File: src/rtl/cbr_pkg.sv
// Constants and types for the CAN bus-off recovery and interrupt flag block
// What this block does
// - Entering bus-off sets the bus-off flag and the init stop bit, halting CAN.
// - After restart, wait 129 bus idles of 11 recessive bits, then resume, reset counters.
// - Count bus idle occurrences in the receive error counter, readable by software.
// - Each counted bus idle writes 5 into the last error code field.
// - Each such update sets the protocol error flag; an enabled interrupt is requested only if the flag was clear.
// - During recovery the activity state reads synchronising and bus-off stays set.
// - Without dominant bits, restart to bus-off clear takes 1420 bit times.
// - No received message is stored while recovery is in progress.
// - A transmit request during recovery waits until activity reaches idle.
// - Completion clears bus-off and both error counters; idle follows one bit later.
// - Idle lasts one bit at least; then receiver on dominant, transmitter on pending request.
// - A hardware set and software clear in one cycle leave the flag set.
// - An interrupt request comes only from a zero-to-one flag transition.
// - Set-wins applies to all flags except the receive timeout event flag.
// - Reception writes only the bytes the length code covers; the rest keep old data.
package cbr_pkg;
  // -------------------------------------------------------------------
  // Register map (byte offsets)
  // -------------------------------------------------------------------
  localparam logic [4:0] OFS_CTRL = 5'h00;
  localparam logic [4:0] OFS_STATUS = 5'h04;
  localparam logic [4:0] OFS_ERRCNT = 5'h08;
  localparam logic [4:0] OFS_FLAGS = 5'h0c;
  localparam logic [4:0] OFS_IRQ_EN = 5'h10;
  localparam logic [4:0] OFS_RXBUF0 = 5'h14;
  localparam logic [4:0] OFS_RXBUF1 = 5'h18;
  // Field positions
  localparam int CTRL_INIT_BIT = 0;
  localparam int CTRL_TXREQ_BIT = 1;
  localparam int FLAG_PEA_BIT = 0;
  localparam int FLAG_RXNEW_BIT = 1;
  localparam int FLAG_TOUT_BIT = 2;
  localparam int NUM_FLAGS = 3;
  // Reset values
  localparam logic RST_INIT = 1'b1;
  localparam logic [NUM_FLAGS-1:0] RST_IRQ_EN = 3'h0;
  // Protocol figures
  localparam logic [3:0] IDLE_RUN_BITS = 4'hb;
  localparam logic [7:0] IDLE_OCCURRENCES = 8'h81;
  localparam logic [2:0] LEC_RECESSIVE_SEEN_DOMINANT = 3'h5;
  localparam logic [7:0] ERR_CNT_MAX = 8'hff;
  // Timing
  localparam int CLK_MHZ = 125;
  localparam int BIT_TIME_NS = 1000;
  localparam int BIT_CYCLES = (BIT_TIME_NS * CLK_MHZ + 999) / 1000;
  // -------------------------------------------------------------------
  // Types
  // -------------------------------------------------------------------
  typedef enum logic [1:0] {
    ACT_SYNC,
    ACT_IDLE,
    ACT_RX,
    ACT_TX
  } cbr_act_t;
  typedef enum logic [1:0] {
    REC_RUN,
    REC_HALT,
    REC_WAIT,
    REC_TAIL
  } cbr_rec_t;
  typedef struct packed {
    logic [3:0] dlc;
    logic [63:0] data;
  } cbr_rx_frame_t;
endpackage

File: src/rtl/cbr_busoff_ctrl.sv
// CAN bus-off recovery sequencer, interrupt flags and receive buffer with Avalon-MM slave
//
// The implementer's own choices: the Avalon-MM register port and the placing of the registers.
`timescale 1ns/1ps
`default_nettype none
module cbr_busoff_ctrl #(
  parameter int BIT_CYCLES = cbr_pkg::BIT_CYCLES
) (
  input wire logic clk_i,
  input wire logic rst_b_i,
  input wire logic [4:0] avs_address_i,
  input wire logic avs_read_i,
  input wire logic avs_write_i,
  input wire logic [31:0] avs_writedata_i,
  input wire logic [3:0] avs_byteenable_i,
  output logic [31:0] avs_readdata_o,
  output logic avs_waitrequest_o,
  input wire logic can_rx_i,
  input wire logic busoff_entry_i,
  input wire logic tec_inc_i,
  input wire logic rec_inc_i,
  input wire logic frame_done_i,
  input wire logic rx_store_i,
  input wire cbr_pkg::cbr_rx_frame_t rx_frame_i,
  input wire logic rx_timeout_i,
  output logic tx_start_o,
  output logic irq_o,
  output logic bus_off_o,
  output cbr_pkg::cbr_act_t activity_o
);
  import cbr_pkg::*;

  // -------------------------------------------------------------------
  // Avalon-MM slave: one wait cycle on every access
  // -------------------------------------------------------------------
  logic wait_r;
  logic [31:0] rdata_nxt;
  logic [31:0] wmask;
  logic wr_en;
  logic [31:0] wdata;
  assign wmask = {{8{avs_byteenable_i[3]}}, {8{avs_byteenable_i[2]}},
                  {8{avs_byteenable_i[1]}}, {8{avs_byteenable_i[0]}}};
  assign wr_en = avs_write_i && !wait_r;
  assign wdata = avs_writedata_i & wmask;

  always_ff @(posedge clk_i or negedge rst_b_i) begin
    if (!rst_b_i) begin
      wait_r <= 1'b1;
    end else begin
      wait_r <= !((avs_read_i || avs_write_i) && wait_r);
    end
  end
  assign avs_waitrequest_o = wait_r;

  always_ff @(posedge clk_i or negedge rst_b_i) begin
    if (!rst_b_i) begin
      avs_readdata_o <= 32'h0;
    end else if (avs_read_i && wait_r) begin
      avs_readdata_o <= rdata_nxt;
    end
  end

  // -------------------------------------------------------------------
  // Bit time divider
  // -------------------------------------------------------------------
  logic [$clog2(BIT_CYCLES+1)-1:0] div_r;
  logic tick_r;
  always_ff @(posedge clk_i or negedge rst_b_i) begin
    if (!rst_b_i) begin
      div_r <= '0;
      tick_r <= 1'b0;
    end else begin
      tick_r <= (div_r == $bits(div_r)'(BIT_CYCLES - 1));
      div_r <= (div_r == $bits(div_r)'(BIT_CYCLES - 1)) ? '0 : div_r + 1'b1;
    end
  end

  // -------------------------------------------------------------------
  // Recovery sequencer
  // -------------------------------------------------------------------
  cbr_rec_t rec_st_r;
  logic init_r;
  logic bus_off_r;
  logic [3:0] run_r;
  logic [7:0] rec_cnt_r;
  logic [7:0] tec_cnt_r;
  logic [2:0] lec_r;
  logic occur;
  logic done;
  logic busoff_set;
  assign busoff_set = busoff_entry_i && rec_st_r == REC_RUN;
  assign occur = rec_st_r == REC_WAIT && tick_r && can_rx_i && run_r == IDLE_RUN_BITS - 4'h1;
  assign done = rec_st_r == REC_TAIL && tick_r;

  always_ff @(posedge clk_i or negedge rst_b_i) begin
    if (!rst_b_i) begin
      rec_st_r <= REC_RUN;
    end else begin
      unique case (rec_st_r)
        REC_RUN: if (busoff_set) rec_st_r <= REC_HALT;
        REC_HALT: if (!init_r) rec_st_r <= REC_WAIT;
        REC_WAIT: if (occur && rec_cnt_r == IDLE_OCCURRENCES - 8'h1) rec_st_r <= REC_TAIL;
        REC_TAIL: if (tick_r) rec_st_r <= REC_RUN;
      endcase
    end
  end

  // Hardware set beats a software clear of the stop bit
  always_ff @(posedge clk_i or negedge rst_b_i) begin
    if (!rst_b_i) begin
      init_r <= RST_INIT;
    end else if (busoff_set) begin
      init_r <= 1'b1;
    end else if (wr_en && avs_address_i == OFS_CTRL && avs_byteenable_i[0]) begin
      init_r <= avs_writedata_i[CTRL_INIT_BIT];
    end
  end

  always_ff @(posedge clk_i or negedge rst_b_i) begin
    if (!rst_b_i) begin
      bus_off_r <= 1'b0;
    end else if (busoff_set) begin
      bus_off_r <= 1'b1;
    end else if (done) begin
      bus_off_r <= 1'b0;
    end
  end
  assign bus_off_o = bus_off_r;

  // Recessive run length; a dominant bit restarts the run only
  always_ff @(posedge clk_i or negedge rst_b_i) begin
    if (!rst_b_i) begin
      run_r <= 4'h0;
    end else if (rec_st_r != REC_WAIT || occur) begin
      run_r <= 4'h0;
    end else if (tick_r) begin
      run_r <= can_rx_i ? run_r + 4'h1 : 4'h0;
    end
  end

  always_ff @(posedge clk_i or negedge rst_b_i) begin
    if (!rst_b_i) begin
      rec_cnt_r <= 8'h0;
      tec_cnt_r <= 8'h0;
    end else if (done) begin
      rec_cnt_r <= 8'h0;
      tec_cnt_r <= 8'h0;
    end else if (rec_st_r == REC_HALT && !init_r) begin
      // Leftover receive errors would shorten the 129-idle wait
      rec_cnt_r <= 8'h0;
    end else if (rec_st_r == REC_WAIT) begin
      if (occur) rec_cnt_r <= rec_cnt_r + 8'h1;
    end else if (rec_st_r == REC_RUN && !busoff_set) begin
      if (rec_inc_i && rec_cnt_r != ERR_CNT_MAX) rec_cnt_r <= rec_cnt_r + 8'h1;
      if (tec_inc_i && tec_cnt_r != ERR_CNT_MAX) tec_cnt_r <= tec_cnt_r + 8'h1;
    end
  end

  always_ff @(posedge clk_i or negedge rst_b_i) begin
    if (!rst_b_i) begin
      lec_r <= 3'h0;
    end else if (occur) begin
      lec_r <= LEC_RECESSIVE_SEEN_DOMINANT;
    end
  end

  // -------------------------------------------------------------------
  // Activity state and transmit start
  // -------------------------------------------------------------------
  cbr_act_t act_r;
  logic idle_aged_r;
  logic tx_pend_r;
  logic tx_req_wr;
  logic running;
  assign running = rec_st_r == REC_RUN && !init_r && !busoff_set;
  assign tx_req_wr = wr_en && avs_address_i == OFS_CTRL && avs_byteenable_i[0] &&
                     avs_writedata_i[CTRL_TXREQ_BIT];

  always_ff @(posedge clk_i or negedge rst_b_i) begin
    if (!rst_b_i) begin
      act_r <= ACT_SYNC;
      idle_aged_r <= 1'b0;
      tx_start_o <= 1'b0;
    end else begin
      tx_start_o <= 1'b0;
      if (!running) begin
        act_r <= ACT_SYNC;
        idle_aged_r <= 1'b0;
      end else begin
        unique case (act_r)
          ACT_SYNC: if (tick_r) act_r <= ACT_IDLE;
          ACT_IDLE: if (tick_r) begin
            idle_aged_r <= 1'b1;
            if (idle_aged_r && !can_rx_i) begin
              act_r <= ACT_RX;
            end else if (idle_aged_r && tx_pend_r) begin
              act_r <= ACT_TX;
              tx_start_o <= 1'b1;
            end
          end
          ACT_RX, ACT_TX: if (frame_done_i) begin
            act_r <= ACT_IDLE;
            idle_aged_r <= 1'b0;
          end
        endcase
      end
    end
  end
  assign activity_o = act_r;

  // Request stays pending through recovery; a new write beats the start
  always_ff @(posedge clk_i or negedge rst_b_i) begin
    if (!rst_b_i) begin
      tx_pend_r <= 1'b0;
    end else if (tx_req_wr) begin
      tx_pend_r <= 1'b1;
    end else if (tx_start_o) begin
      tx_pend_r <= 1'b0;
    end
  end

  // -------------------------------------------------------------------
  // Receive buffer: only the bytes the length code covers are written
  // -------------------------------------------------------------------
  logic [7:0] rxbuf_r [8];
  logic store_en;
  assign store_en = rx_store_i && running && !bus_off_r;

  for (genvar i = 0; i < 8; i++) begin : g_rxbyte
    always_ff @(posedge clk_i or negedge rst_b_i) begin
      if (!rst_b_i) begin
        rxbuf_r[i] <= 8'h0;
      end else if (store_en && 4'(i) < rx_frame_i.dlc) begin
        rxbuf_r[i] <= rx_frame_i.data[8*i +: 8];
      end
    end
  end

  // -------------------------------------------------------------------
  // Interrupt flags, enables and request pulse
  // -------------------------------------------------------------------
  logic [NUM_FLAGS-1:0] flag_r;
  logic [NUM_FLAGS-1:0] flag_nxt;
  logic [NUM_FLAGS-1:0] flag_set;
  logic [NUM_FLAGS-1:0] flag_clr;
  logic [NUM_FLAGS-1:0] irq_en_r;
  assign flag_set = {rx_timeout_i, store_en, occur};
  assign flag_clr = (wr_en && avs_address_i == OFS_FLAGS) ?
                    wdata[NUM_FLAGS-1:0] : '0;

  always_comb begin
    flag_nxt = (flag_r & ~flag_clr) | flag_set;
    // Timeout event flag lets the clear win
    if (flag_clr[FLAG_TOUT_BIT]) flag_nxt[FLAG_TOUT_BIT] = 1'b0;
  end

  always_ff @(posedge clk_i or negedge rst_b_i) begin
    if (!rst_b_i) begin
      flag_r <= '0;
      irq_o <= 1'b0;
    end else begin
      flag_r <= flag_nxt;
      irq_o <= |(flag_nxt & ~flag_r & irq_en_r);
    end
  end

  always_ff @(posedge clk_i or negedge rst_b_i) begin
    if (!rst_b_i) begin
      irq_en_r <= RST_IRQ_EN;
    end else if (wr_en && avs_address_i == OFS_IRQ_EN && avs_byteenable_i[0]) begin
      irq_en_r <= avs_writedata_i[NUM_FLAGS-1:0];
    end
  end

  // -------------------------------------------------------------------
  // Read mux; unmapped offsets read zero
  // -------------------------------------------------------------------
  always_comb begin
    rdata_nxt = 32'h0;
    unique case (avs_address_i)
      OFS_CTRL: rdata_nxt = {30'h0, tx_pend_r, init_r};
      OFS_STATUS: rdata_nxt = {26'h0, bus_off_r, act_r, lec_r};
      OFS_ERRCNT: rdata_nxt = {16'h0, rec_cnt_r, tec_cnt_r};
      OFS_FLAGS: rdata_nxt = {29'h0, flag_r};
      OFS_IRQ_EN: rdata_nxt = {29'h0, irq_en_r};
      OFS_RXBUF0: rdata_nxt = {rxbuf_r[3], rxbuf_r[2], rxbuf_r[1], rxbuf_r[0]};
      OFS_RXBUF1: rdata_nxt = {rxbuf_r[7], rxbuf_r[6], rxbuf_r[5], rxbuf_r[4]};
      default: rdata_nxt = 32'h0;
    endcase
  end
endmodule // cbr_busoff_ctrl
`default_nettype wire

File: config.mk
export PLATFORM = sky130hd
export DESIGN_NAME = cbr_busoff_ctrl
export DESIGN_NICKNAME = d
export VERILOG_FILES = /design/src/rtl/cbr_pkg.sv /design/src/rtl/cbr_busoff_ctrl.sv
export SDC_FILE = /design/constraint.sdc
export NUM_CORES = 1
export LEC_CHECK = 0
export ABC_AREA = 1
export BUFFER_PORTS_ARGS = -buffer_cell sky130_fd_sc_hd__buf_2
export CORE_ASPECT_RATIO = 0.7
export CORE_MARGIN = 4
export CORE_UTILIZATION = 52
export CTS_CLUSTER_DIAMETER = 40
export DETAILED_ROUTE_END_ITERATION = 8
export PLACE_DENSITY = 0.73
export SKIP_LAST_GASP = 1
export SYNTH_ARGS = -nofsm -noshare
export SYNTH_HDL_FRONTEND = slang
export SYNTH_SLANG_ARGS = --single-unit
File: constraint.sdc
create_clock -name clk_i -period 1.89 [get_ports clk_i]
set_input_delay 0.189 -clock clk_i [delete_from_list [all_inputs] [get_ports clk_i]]
set_output_delay 0.189 -clock clk_i [all_outputs]
set_load 0.1 [all_outputs]
==> results of run 1 <==
-- power by group through the flow --
stage	combinational, mW	clock, mW	sequential, mW
finish	1.43	3.14	3.36
global route	1.63	3.33	3.39
CTS	1.42	3.19	3.36
detailed placement	1.38	0	3.41
global placement	1.36	0	3.41
floorplan	0.772	0	3.54
-- registers in the layout (all words and copies together), names as in the netlist, 2 cells and up --
name / flops
rec_cnt_r: 8
div_r: 7
irq_en_r: 3
rec_st_r: 2
run_r: 4
avs_readdata_o: 32
flag_r: 3
tec_cnt_r: 8
rxbuf_r: 64
activity_o: 2
-- cell usage in the layout (no fill, tap or decap), types with 14 or more instances in the layout --
cell,instances
a21oi_1,21
buf_2,124
buf_4,21
clkbuf_16,17
dfrtp_1,140
dlygate4sd3_1,14
inv_1,94
nand2_1,349
nand3_1,56
nand4_1,21
nor2_1,58
o21ai_0,46
o21ai_1,14
-- per-layer routing --
| metal | vias to the layer above | routed length (um) | GRT usage |
|---|---|---|---|
| li1 | 3161 | - | - |
| met1 | 2928 | 8790 | 0.3606 |
| met2 | 164 | 8016 | 0.3647 |
| met3 | 13 | 893 | 0.04340 |
| met4 | 0 | 151 | 0.05386 |
| met5 | - | 0 | 0 |
-- per-stage QoR --
stage / hold WS [ps] / utilization / TNS [ps] / setup slack, ps
6_report: 13.87 / 0.6588 / 0 / 104.3
5_1_grt: 11.92 / 0.6588 / -48.75 / -23.42
4_1_cts: 3.812 / 0.6545 / 0 / 90.43
3_5_place_dp: 219.5 / 0.6020 / -21.83 / -13.02
3_3_place_gp: 225.6 / 0.6020 / 0 / 97.60
2_1_floorplan: -106.6 / - / 0 / 47.84
-- repair_timing --
item,in CTS,in global routing
setup buffers,0,2
hold buffers,14,0
hold endpoints to repair,67,0
endpoints found under the setup margin,6,68
resized for setup,1,10
pin swaps,0,1
-- layout make-up --
class / count / area (um2) / share of cell area
flip-flops and latches: 142 / 3556 / 0.4082
multi-input cells: 632 / 2990 / 0.3432
repair buffers: 164 / 1001 / 0.1149
clock buffers: 17 / 425.4 / 0.04883
inverters: 100 / 381.6 / 0.04380
well taps: 185 / 231.5 / 0.02657
clock inverters: 15 / 126.4 / 0.01451
-- cells by family (layout without fill, tap and decap cells) --
| kind of cell | after synthesis | after routing | synth area share |
|---|---|---|---|
| flip-flops | 142 | 142 | 0.5027 |
| buffers and inverters | 129 | 296 | 0.07941 |
| AO/OA/AOI/OAI | 99 | 99 | 0.08048 |
| XOR/XNOR | 7 | 7 | 0.008667 |
| AND/OR/NAND/NOR | 514 | 514 | 0.3076 |
| adder cells (fa/ha/maj) | 12 | 12 | 0.02122 |
-- path summary, 6_finish.rpt --
path	end	slack [ps]	cells after the start
min reg2reg	lec_r[0]	470	2
min	rxbuf_r[33]	10	3
max	rxbuf_r[15]	100	10
min in group asynchronous	div_r[4]	340	2
max in group asynchronous	avs_readdata_o[9]	910	3
max reg2reg	rxbuf_r[15]	100	10
-- worst min-delay path, stage by stage --
cell and delay, ps:
buf_2 70, nand2_1 60, nand2_1 70
-- cell usage after synthesis --
master | number | area share
nand4_1 | 21 | 0.019
ha_1 | 12 | 0.021
o21ai_0 | 46 | 0.033
inv_2 | 4 | 0.0021
nor3b_1 | 1 | 0.0011
nor3_1 | 8 | 0.0057
o31ai_2 | 1 | 0.0018
inv_1 | 96 | 0.051
o21ai_1 | 14 | 0.0099
clkbuf_1 | 4 | 0.0021
xnor2_1 | 1 | 0.0012
a21boi_0 | 1 | 0.0011
buf_4 | 6 | 0.0064
nand2_2 | 5 | 0.0044
o21bai_1 | 1 | 0.0011
buf_2 | 13 | 0.0092
clkbuf_2 | 1 | 0.00071
nor2_2 | 2 | 0.0018
nor2_1 | 58 | 0.031
a31oi_1 | 1 | 0.00088
nor2_8 | 1 | 0.0028
o31ai_1 | 1 | 0.0011
nand2_4 | 2 | 0.0032
nand3b_1 | 2 | 0.0021
dfrtp_1 | 140 | 0.50
o22ai_1 | 1 | 0.00088
buf_6 | 5 | 0.0080
nand2_1 | 351 | 0.19
a21oi_1 | 21 | 0.015
a211oi_1 | 2 | 0.0021
nand3_4 | 1 | 0.0025
or2_2 | 1 | 0.00088
o211ai_2 | 5 | 0.0088
o211ai_1 | 4 | 0.0042
o21ai_2 | 1 | 0.0012
nor2_4 | 5 | 0.0080
nand3_1 | 56 | 0.040
dfstp_2 | 2 | 0.0074
xor2_1 | 6 | 0.0074
==> impl_metrics.csv, run 1 <==
group,metric,value,unit
worst_hold_path,worstHoldPathType,"in2reg",
finish,final_nets,1189,
worst_setup_path,cp.arrival,2080,ps
worst_setup_path,endpoint_kind,"flip-flop",
placed_design,gp_congestion,0.8528,
worst_hold_path,min_from,"rx_frame_i[25]",
power_and_ir_drop,vdd_drop_max,0.0005759,V
die,start_util,0.5349,
timing,min_period,1786,ps
global_routing,grt_max_degree,62,
synth,synth_nets,1035,
placed_design,numPlacedInstances,1207,
finish,finalNonFillerCells,1255,
worst_setup_path,start_kind,"flip-flop",
power_and_ir_drop,share_comb_of_total_power,0.180,
clock_network,cts_tree,"yes",
finish,final_layout_size_suffix_gt1_frac,0.2028,
clock_network,cts_sinks,142,
worst_setup_path,path_class,"reg2reg",
placed_design,port_buffers,125,
worst_setup_path,critPathLaunch,"rec_st_r[0]",
worst_setup_path,worstReg2RegStart,"rec_st_r[0]",
status,status,"finished, final reports clean",
die,ios,158,
clock_network,cts_buffers,17,
die,dieHeight,105.6,um
worst_setup_path,crit_family,"simple AND/OR/NAND/NOR gates",
die,rows,35,
clock_network,clk_latency,420,ps
clock_network,clk_pin_slew,60,ps
job,cap_violations,0,
power_and_ir_drop,seqPwrFrac,0.424,
timing,max_slew_margin,0.5694,
synth,mappedNetlistArea,7074,um2
power_and_ir_drop,p_sw_frac,0.3181,
synth,syn_inst,903,
timing,fmax,560.0,MHz
global_routing,grt_pass1_wl,29.99,mm
die,core-area,13230,um2
worst_setup_path,slowest_stage,"dfrtp_1",
finish,fillerInstances,1175,
clock_network,cts_buffer_depth,2,
global_routing,grtUsageTotal,0.2398,
synth,yosys_warnings,0,
placed_design,dpl.hpwl,12.66,mm
routing,drt-pass1-iter-count,5,
placed_design,dpl_cell_area,7961,um2
die,die_w,147.4,um
synth,synth.avg_cell_area,7.834,um2
timing,hold_viol,0,
power_and_ir_drop,p_int,5.412,mW
routing,wl_per_cell,14.22,um
routing,via_count,6266,
worst_setup_path,crit_chain,"inv_1 -> ha_1 -> nand2_1 -> nor2_4 -> nand2_4 -> nor2_4 -> buf_4 -> nand2_4 -> nor2_1 -> a21oi_1",
global_routing,antenna_found_initial,0,
worst_setup_path,required,2180,ps
routing,drc,0,
global_routing,grt-ovfl-total,0,
synth,synth_cell_types,39,
power_and_ir_drop,leakagePower,4.888,nW
synth,ys_seq_elements,142,
routing,drt_iter0_drc,414,
timing,clock_skew,9.366,ps
power_and_ir_drop,p_clk_frac,0.396,
power_and_ir_drop,power,7.937,mW
clock_network,root_buffer,"clkbuf_16",
worst_setup_path,crit_path_max_fanout,16,
clock_network,cts_max_level,4,
die,die-area,15560,um2
timing,finalCritPeriodShare,0.9448,
timing,grt_setup_unrepaired,"yes",
routing,ant_nets,0,
timing,max_slew.worst_pin.slew,645.9,ps
finish,syn2layout_area_growth,23.15,%
power_and_ir_drop,switching_power,2.524,mW
global_routing,grt_pass1_vias,6075,
power_and_ir_drop,p_per_area,911.0,nW/um2
worst_setup_path,slowest_delay,400,ps
timing,setup_viol,0,
finish,antenna_cells,0,
routing,routed_wirelength,17.85,mm
worst_setup_path,crit_buf_inv,2,
finish,fin_area,8712,um2
timing,finalMaxSlewViolations,0,
routing,viasPerCell,4.993,
synth,yosysSeqAreaShare,0.5027,
Note: power is estimated with default switching activity, not from simulation.
==> inputs of run 2 (changes only) <==
--- a/config.mk
+++ b/config.mk
@@ -9,10 +9,10 @@
 export BUFFER_PORTS_ARGS = -buffer_cell sky130_fd_sc_hd__buf_2
 export CORE_ASPECT_RATIO = 0.7
 export CORE_MARGIN = 4
-export CORE_UTILIZATION = 52
+export CORE_UTILIZATION = 55
 export CTS_CLUSTER_DIAMETER = 40
 export DETAILED_ROUTE_END_ITERATION = 8
-export PLACE_DENSITY = 0.73
+export PLACE_DENSITY = 0.77
 export SKIP_LAST_GASP = 1
 export SYNTH_ARGS = -nofsm -noshare
 export SYNTH_HDL_FRONTEND = slang
==> run 2 against run 1 <==
  * Core utilization rose by 3.4 points
  * Count of clock-buffer cells in the layout did not move
  * Sequential cell count did not move
  * Critical endpoint is now rxbuf_r[13]
  * Maximum frequency rose by 1.1%
  * Design area fell by 0.50%
  * Non-clock buffer count fell by 1
  * Hold slack got worse by 6.5 ps
  * Largest cell class unchanged
  * First-iteration DRC count fell by 11%
  * Critical path depth did not move
  * Critical path type unchanged
  * Clock skew barely moved
==> impl_metrics.csv, run 2 (synthesis gave the netlist of run 1 again) <==
group,metric,value,unit
placed_design,dpl_worst_slack,77.99,ps
timing,fmax,566.2,MHz
power_and_ir_drop,share_comb_of_total_power,0.173,
timing,setup_viol,0,
clock_network,cts_max_level,4,
global_routing,grt_pass1_vias,5840,
timing,min_period,1766,ps
clock_network,cts_buffers,17,
clock_network,cts_sinks,142,
timing,clock_skew,9.286,ps
worst_setup_path,crit_family,"simple AND/OR/NAND/NOR gates",
status,status,"finished, final reports clean",
power_and_ir_drop,p_int,5.542,mW
power_and_ir_drop,p_clk_frac,0.410,
worst_setup_path,r2r_end,"rxbuf_r[13]",
finish,largest_register_ffs,64,
worst_setup_path,start_kind,"flip-flop",
routing,drc,0,
worst_setup_path,crit_chain,"inv_1 -> ha_1 -> nand2_1 -> nor2_4 -> nand2_4 -> nor2_4 -> buf_4 -> nand2_4 -> nor2_1 -> a21oi_1",
routing,ant_nets,0,
power_and_ir_drop,switching_power,2.533,mW
worst_setup_path,cp.arrival,2070,ps
worst_setup_path,required,2190,ps
timing,whs,7.348,ps
worst_setup_path,path_class,"reg2reg",
clock_network,root_buffer,"clkbuf_16",
global_routing,grt-ovfl-total,0,
finish,final_nets,1188,
placed_design,gp_congestion,0.8653,
power_and_ir_drop,leakagePower,4.876,nW
timing,grt_setup_unrepaired,"no",
worst_setup_path,crit_buf_inv,2,
global_routing,grt_max_degree,54,
power_and_ir_drop,p_sw_frac,0.3137,
power_and_ir_drop,p_per_area,931.5,nW/um2
worst_setup_path,worst-r2r-setup-slack,120,ps
worst_setup_path,crit_end,"rxbuf_r[13]",
timing,setup_tns,0,ps
job,cap_violations,0,
die,start_util,0.5656,
power_and_ir_drop,vdd_drop_max,0.0006855,V
clock_network,cts_buffer_depth,2,
die,die_w,143.6,um
worst_setup_path,reg2regPathDepth,10,
routing,wl_per_cell,14.17,um
clock_network,clk_latency,430,ps
timing,max_slew_margin,0.3125,
timing,hold_viol,0,
die,ios,158,
power_and_ir_drop,power,8.075,mW
timing,fin_ws,123.8,ps
global_routing,antenna_found_initial,0,
clock_network,cts_tree,"yes",
routing,viasPerCell,5.094,
timing,max_slew.worst_pin.slew,1025,ps
placed_design,port_buffers,125,
routing,via_count,6271,
timing,finalCritPeriodShare,0.9345,
global_routing,grtUsageTotal,0.2459,
clock_network,post_cts_buffers,0,
finish,mostFrequentLayoutCell,"nand2_1",
worst_setup_path,endpoint_kind,"flip-flop",
finish,final_layout_size_suffix_gt1_frac,0.1955,
worst_setup_path,slowest_delay,400,ps
worst_setup_path,critPathLaunch,"rec_st_r[0]",
placed_design,dpl.hpwl,12.34,mm
worst_setup_path,slowest_stage,"dfrtp_1",
die,die-area,14770,um2
worst_setup_path,crit_path_max_fanout,16,
worst_setup_path,cp.depth,10,
finish,reg_top3,"rxbuf_r x64, avs_readdata_o x32",
power_and_ir_drop,seqPwrFrac,0.417,
die,dieHeight,102.9,um
worst_hold_path,worstHoldPathType,"in2reg",
timing,finalMaxSlewViolations,0,
finish,syn2layout_area_growth,22.53,%
routing,drt-pass1-iter-count,5,
finish,final_cell_mix,"nand2_1, dfrtp_1, buf_2, inv_1, nor2_1",
die,rows,34,
routing,routed_wirelength,17.45,mm
finish,largest-register,"rxbuf_r",
die,core-area,12510,um2
global_routing,grt_pass1_wl,28.59,mm
finish,antenna_cells,0,
worst_setup_path,worstReg2RegStart,"rec_st_r[0]",
clock_network,clk_pin_slew,70,ps
routing,drt_iter0_drc,369,
[run 2: worst min-delay path by stage]
stage	from	to	slack, ps	depth (start not counted)
finish	rx_frame_i[49]	rxbuf_r[9]	7	3
global route	rx_frame_i[61]	rxbuf_r[5]	10	3
CTS	rx_frame_i[62]	rxbuf_r[6]	1	3
detailed placement	rst_b_i	div_r[4]	190	1
global placement	rst_b_i	div_r[4]	190	1
floorplan	rst_b_i	activity_o[0]	-110	0
[run 2: power by group through the flow]
stage	registers (mW)	logic (mW)	clock network, mW
final	3.37	1.40	3.31
after global placement	3.41	1.33	0
after global routing	3.39	1.59	3.48
after floorplan	3.54	0.772	0
after CTS	3.36	1.40	3.33
after detailed placement	3.42	1.36	0
[run 2: final cells by class]
class / count / area, um2
multi-input cells: 632 / 2969
flip-flops and latches: 142 / 3556
fillers: 1041 / 3839
clock buffers: 17 / 425.4
repair buffers: 163 / 987.2
well taps: 162 / 202.7
inverters: 100 / 377.9
clock inverters: 15 / 150.1
[run 2: per-layer routing]
layer,track usage,part of all wire,wire length (um)
met1,0.3677,0.49,8628
met5,0,0,0
met3,0.04404,0.059,1034
met2,0.3709,0.44,7602
met4,0.07236,0.011,184
[run 2: through the flow]
step	std cells	cell area, um2	utilization
2_1_floorplan	903	7074	-
3_3_place_gp	1181	7898	0.6315
3_5_place_dp	1181	7898	0.6315
4_1_cts	1231	8653	0.6919
5_1_grt	1231	8668	0.6931
6_report	1231	8668	0.6931
[run 2: what timing repair did]
item / 4_1_cts / 5_1_grt
setup endpoints to repair: 0 / 38
endpoints found under the hold margin: 66 / 0
gates resized for setup: 0 / 5
hold buffers: 18 / 0
[run 2: worst reg2reg max path: stages (launching register included)]
cell	delay, ps
dfrtp_1	400
inv_1	90
ha_1	190
nand2_1	100
nor2_4	140
nand2_4	110
nor2_4	110
buf_4	200
nand2_4	140
nor2_1	130
a21oi_1	50
==> inputs of run 3 (changes only) <==
==> constraint.sdc (replaced) <==
create_clock -name clk_i -period 2.2 [get_ports clk_i]
set_input_delay 0.22 -clock clk_i [delete_from_list [all_inputs] [get_ports clk_i]]
set_output_delay 0.22 -clock clk_i [all_outputs]
set_load 0.1 [all_outputs]
==> run 3 against run 2 <==
  * Die area stayed put
  * Combinational power fell by 19%
  * Clock power fell by 14%
==> impl_metrics.csv, run 3 (synthesis gave the netlist of run 1 again) <==
group,metric,value,unit
finish,final_layout_size_suffix_gt1_frac,0.1926,
die,die_w,143.6,um
clock_network,cts_buffers,17,
power_and_ir_drop,vdd_drop_max,0.0005251,V
timing,max_slew.worst_pin.slew,1081,ps
worst_hold_path,worstHoldPathType,"in2reg",
finish,reg_top3,"rxbuf_r x64, avs_readdata_o x32",
clock_network,cts_sinks,142,
global_routing,grt_pass1_wl,28.52,mm
placed_design,numPlacedInstances,1177,
clock_network,root_buffer,"clkbuf_16",
power_and_ir_drop,p_per_area,808.8,nW/um2
finish,finalNonFillerCells,1216,
routing,wl_met3,1.042,mm
finish,fillerInstances,1030,
routing,drt_iter0_drc,407,
routing,top_layer,"met4",
routing,wl_per_cell,14.29,um
worst_setup_path,path_class,"reg2reg",
clock_network,cts_tree,"yes",
timing,setup_tns,0,ps
worst_setup_path,crit_path_max_fanout,9,
routing,drc,0,
finish,multi_input_area,2957,um2
die,core-area,12510,um2
status,status,"finished, final reports clean",
timing,fmax,515.6,MHz
finish,largest_register_ffs,64,
timing,setup_viol,0,
worst_setup_path,endpoint_kind,"flip-flop",
timing,finalMaxSlewViolations,0,
finish,mostFrequentLayoutCell,"nand2_1",
timing,whs,10.66,ps
die,rows,34,
placed_design,port_buffers,125,
finish,final_util,0.6801,
timing,min_period,1940,ps
global_routing,grt-ovfl-total,0,
clock_network,cts_buffer_depth,2,
clock_network,post_cts_buffers,0,
timing,hold_viol,0,
global_routing,grtUsageTotal,0.2445,
clock_network,cts_max_level,4,
finish,syn2layout_area_growth,20.23,%
timing,max_slew_margin,0.2753,
finish,final_nets,1173,
routing,via_count,6185,
finish,final_cell_mix,"nand2_1, dfrtp_1, buf_2, inv_1, nor2_1",
placed_design,gp_congestion,0.8652,
clock_network,clk_latency,410,ps
routing,routed_wirelength,17.38,mm
global_routing,antenna_found_initial,0,
routing,drt-met1-wl,8.598,mm
worst_setup_path,start_kind,"flip-flop",
die,start_util,0.5656,
finish,seqCellArea,3556,um2
finish,largest-register,"rxbuf_r",
finish,antenna_cells,0,
timing,finalCritPeriodShare,0.8817,
worst_setup_path,worst-r2r-setup-slack,260,ps
worst_setup_path,required,2500,ps
routing,drt-pass1-iter-count,5,
job,cap_violations,0,
timing,grt_setup_unrepaired,"no",
routing,viasPerCell,5.086,
clock_network,clk_pin_slew,60,ps
worst_setup_path,cp.arrival,2240,ps
routing,ant_nets,0,
global_routing,grt_max_degree,57,
power_and_ir_drop,leakagePower,4.797,nW
global_routing,grt_pass1_vias,5911,
timing,clock_skew,9.537,ps
die,die-area,14770,um2
placed_design,dpl.hpwl,12.29,mm
die,dieHeight,102.9,um
die,ios,158,
routing,wl_met2,7.623,mm
run 3: changes by cell type in the layout (fill, tap and decap cells not counted), moves of 3 or more:
cell           previous run  this run
dlygate4sd3_1            18         7
clkinv_4                  0         5
buf_4                    18        15
inv_6                     7         4
run 3: path summary, 6_finish.rpt:
kind | end | cells past startpoint | from
max | rxbuf_r[47] | 10 | rec_st_r[1]
min reg2reg | tx_pend_r | 1 | tx_start_o
min in group asynchronous | rxbuf_r[19] | 2 | rst_b_i
max in group asynchronous | avs_waitrequest_o | 3 | rst_b_i
max reg2reg | rxbuf_r[47] | 10 | rec_st_r[1]
min | rxbuf_r[36] | 3 | rx_frame_i[28]
run 3: area by class of cell:
cell class,count,share of cell area
timing repair buffer,148,0.09812
inverter,100,0.04413
sequential,142,0.4181
clock buffer,17,0.05001
multi-input combinational,632,0.3476
clock inverter,15,0.01824
tap,162,0.02383
run 3: worst max-delay path, cell delays in order, from the launching register on:
cell and delay (ps):
dfrtp_1 430, inv_1 100, ha_1 210, nand2_1 80
nor2_2 140, nand2_2 140, inv_2 210, buf_4 190
nand2_2 130, nor2_1 140, a21oi_1 50
run 3: where the power goes:
| part | total, mW | internal, mW | switching (mW) |
|---|---|---|---|
| clock | 2.84 | 1.60 | 1.24 |
| sequential | 2.90 | 2.75 | 0.152 |
| combinational | 1.14 | 0.362 | 0.781 |
| total | 6.88 | 4.71 | 2.17 |
run 3: stage by stage:
step	total power, mW	setup slack (ps)	area [um2]
after global routing	7.187	87.88	8506
after CTS	6.899	250.2	8506
after floorplan	3.702	357.8	7074
after global placement	4.024	320.9	7855
after detailed placement	4.069	268.0	7855
final	6.879	260.3	8506
run 3: routing by layer:
| metal | global-route usage | vias up |
|---|---|---|
| met5 | 0 | - |
| li1 | - | 3130 |
| met4 | 0.06151 | 0 |
| met1 | 0.3723 | 2849 |
| met2 | 0.3591 | 191 |
| met3 | 0.05239 | 15 |
run 3: what timing repair did:
item,in CTS,in global routing
endpoints found under the hold margin,47,0
hold buffers,7,0
resized for setup,0,0
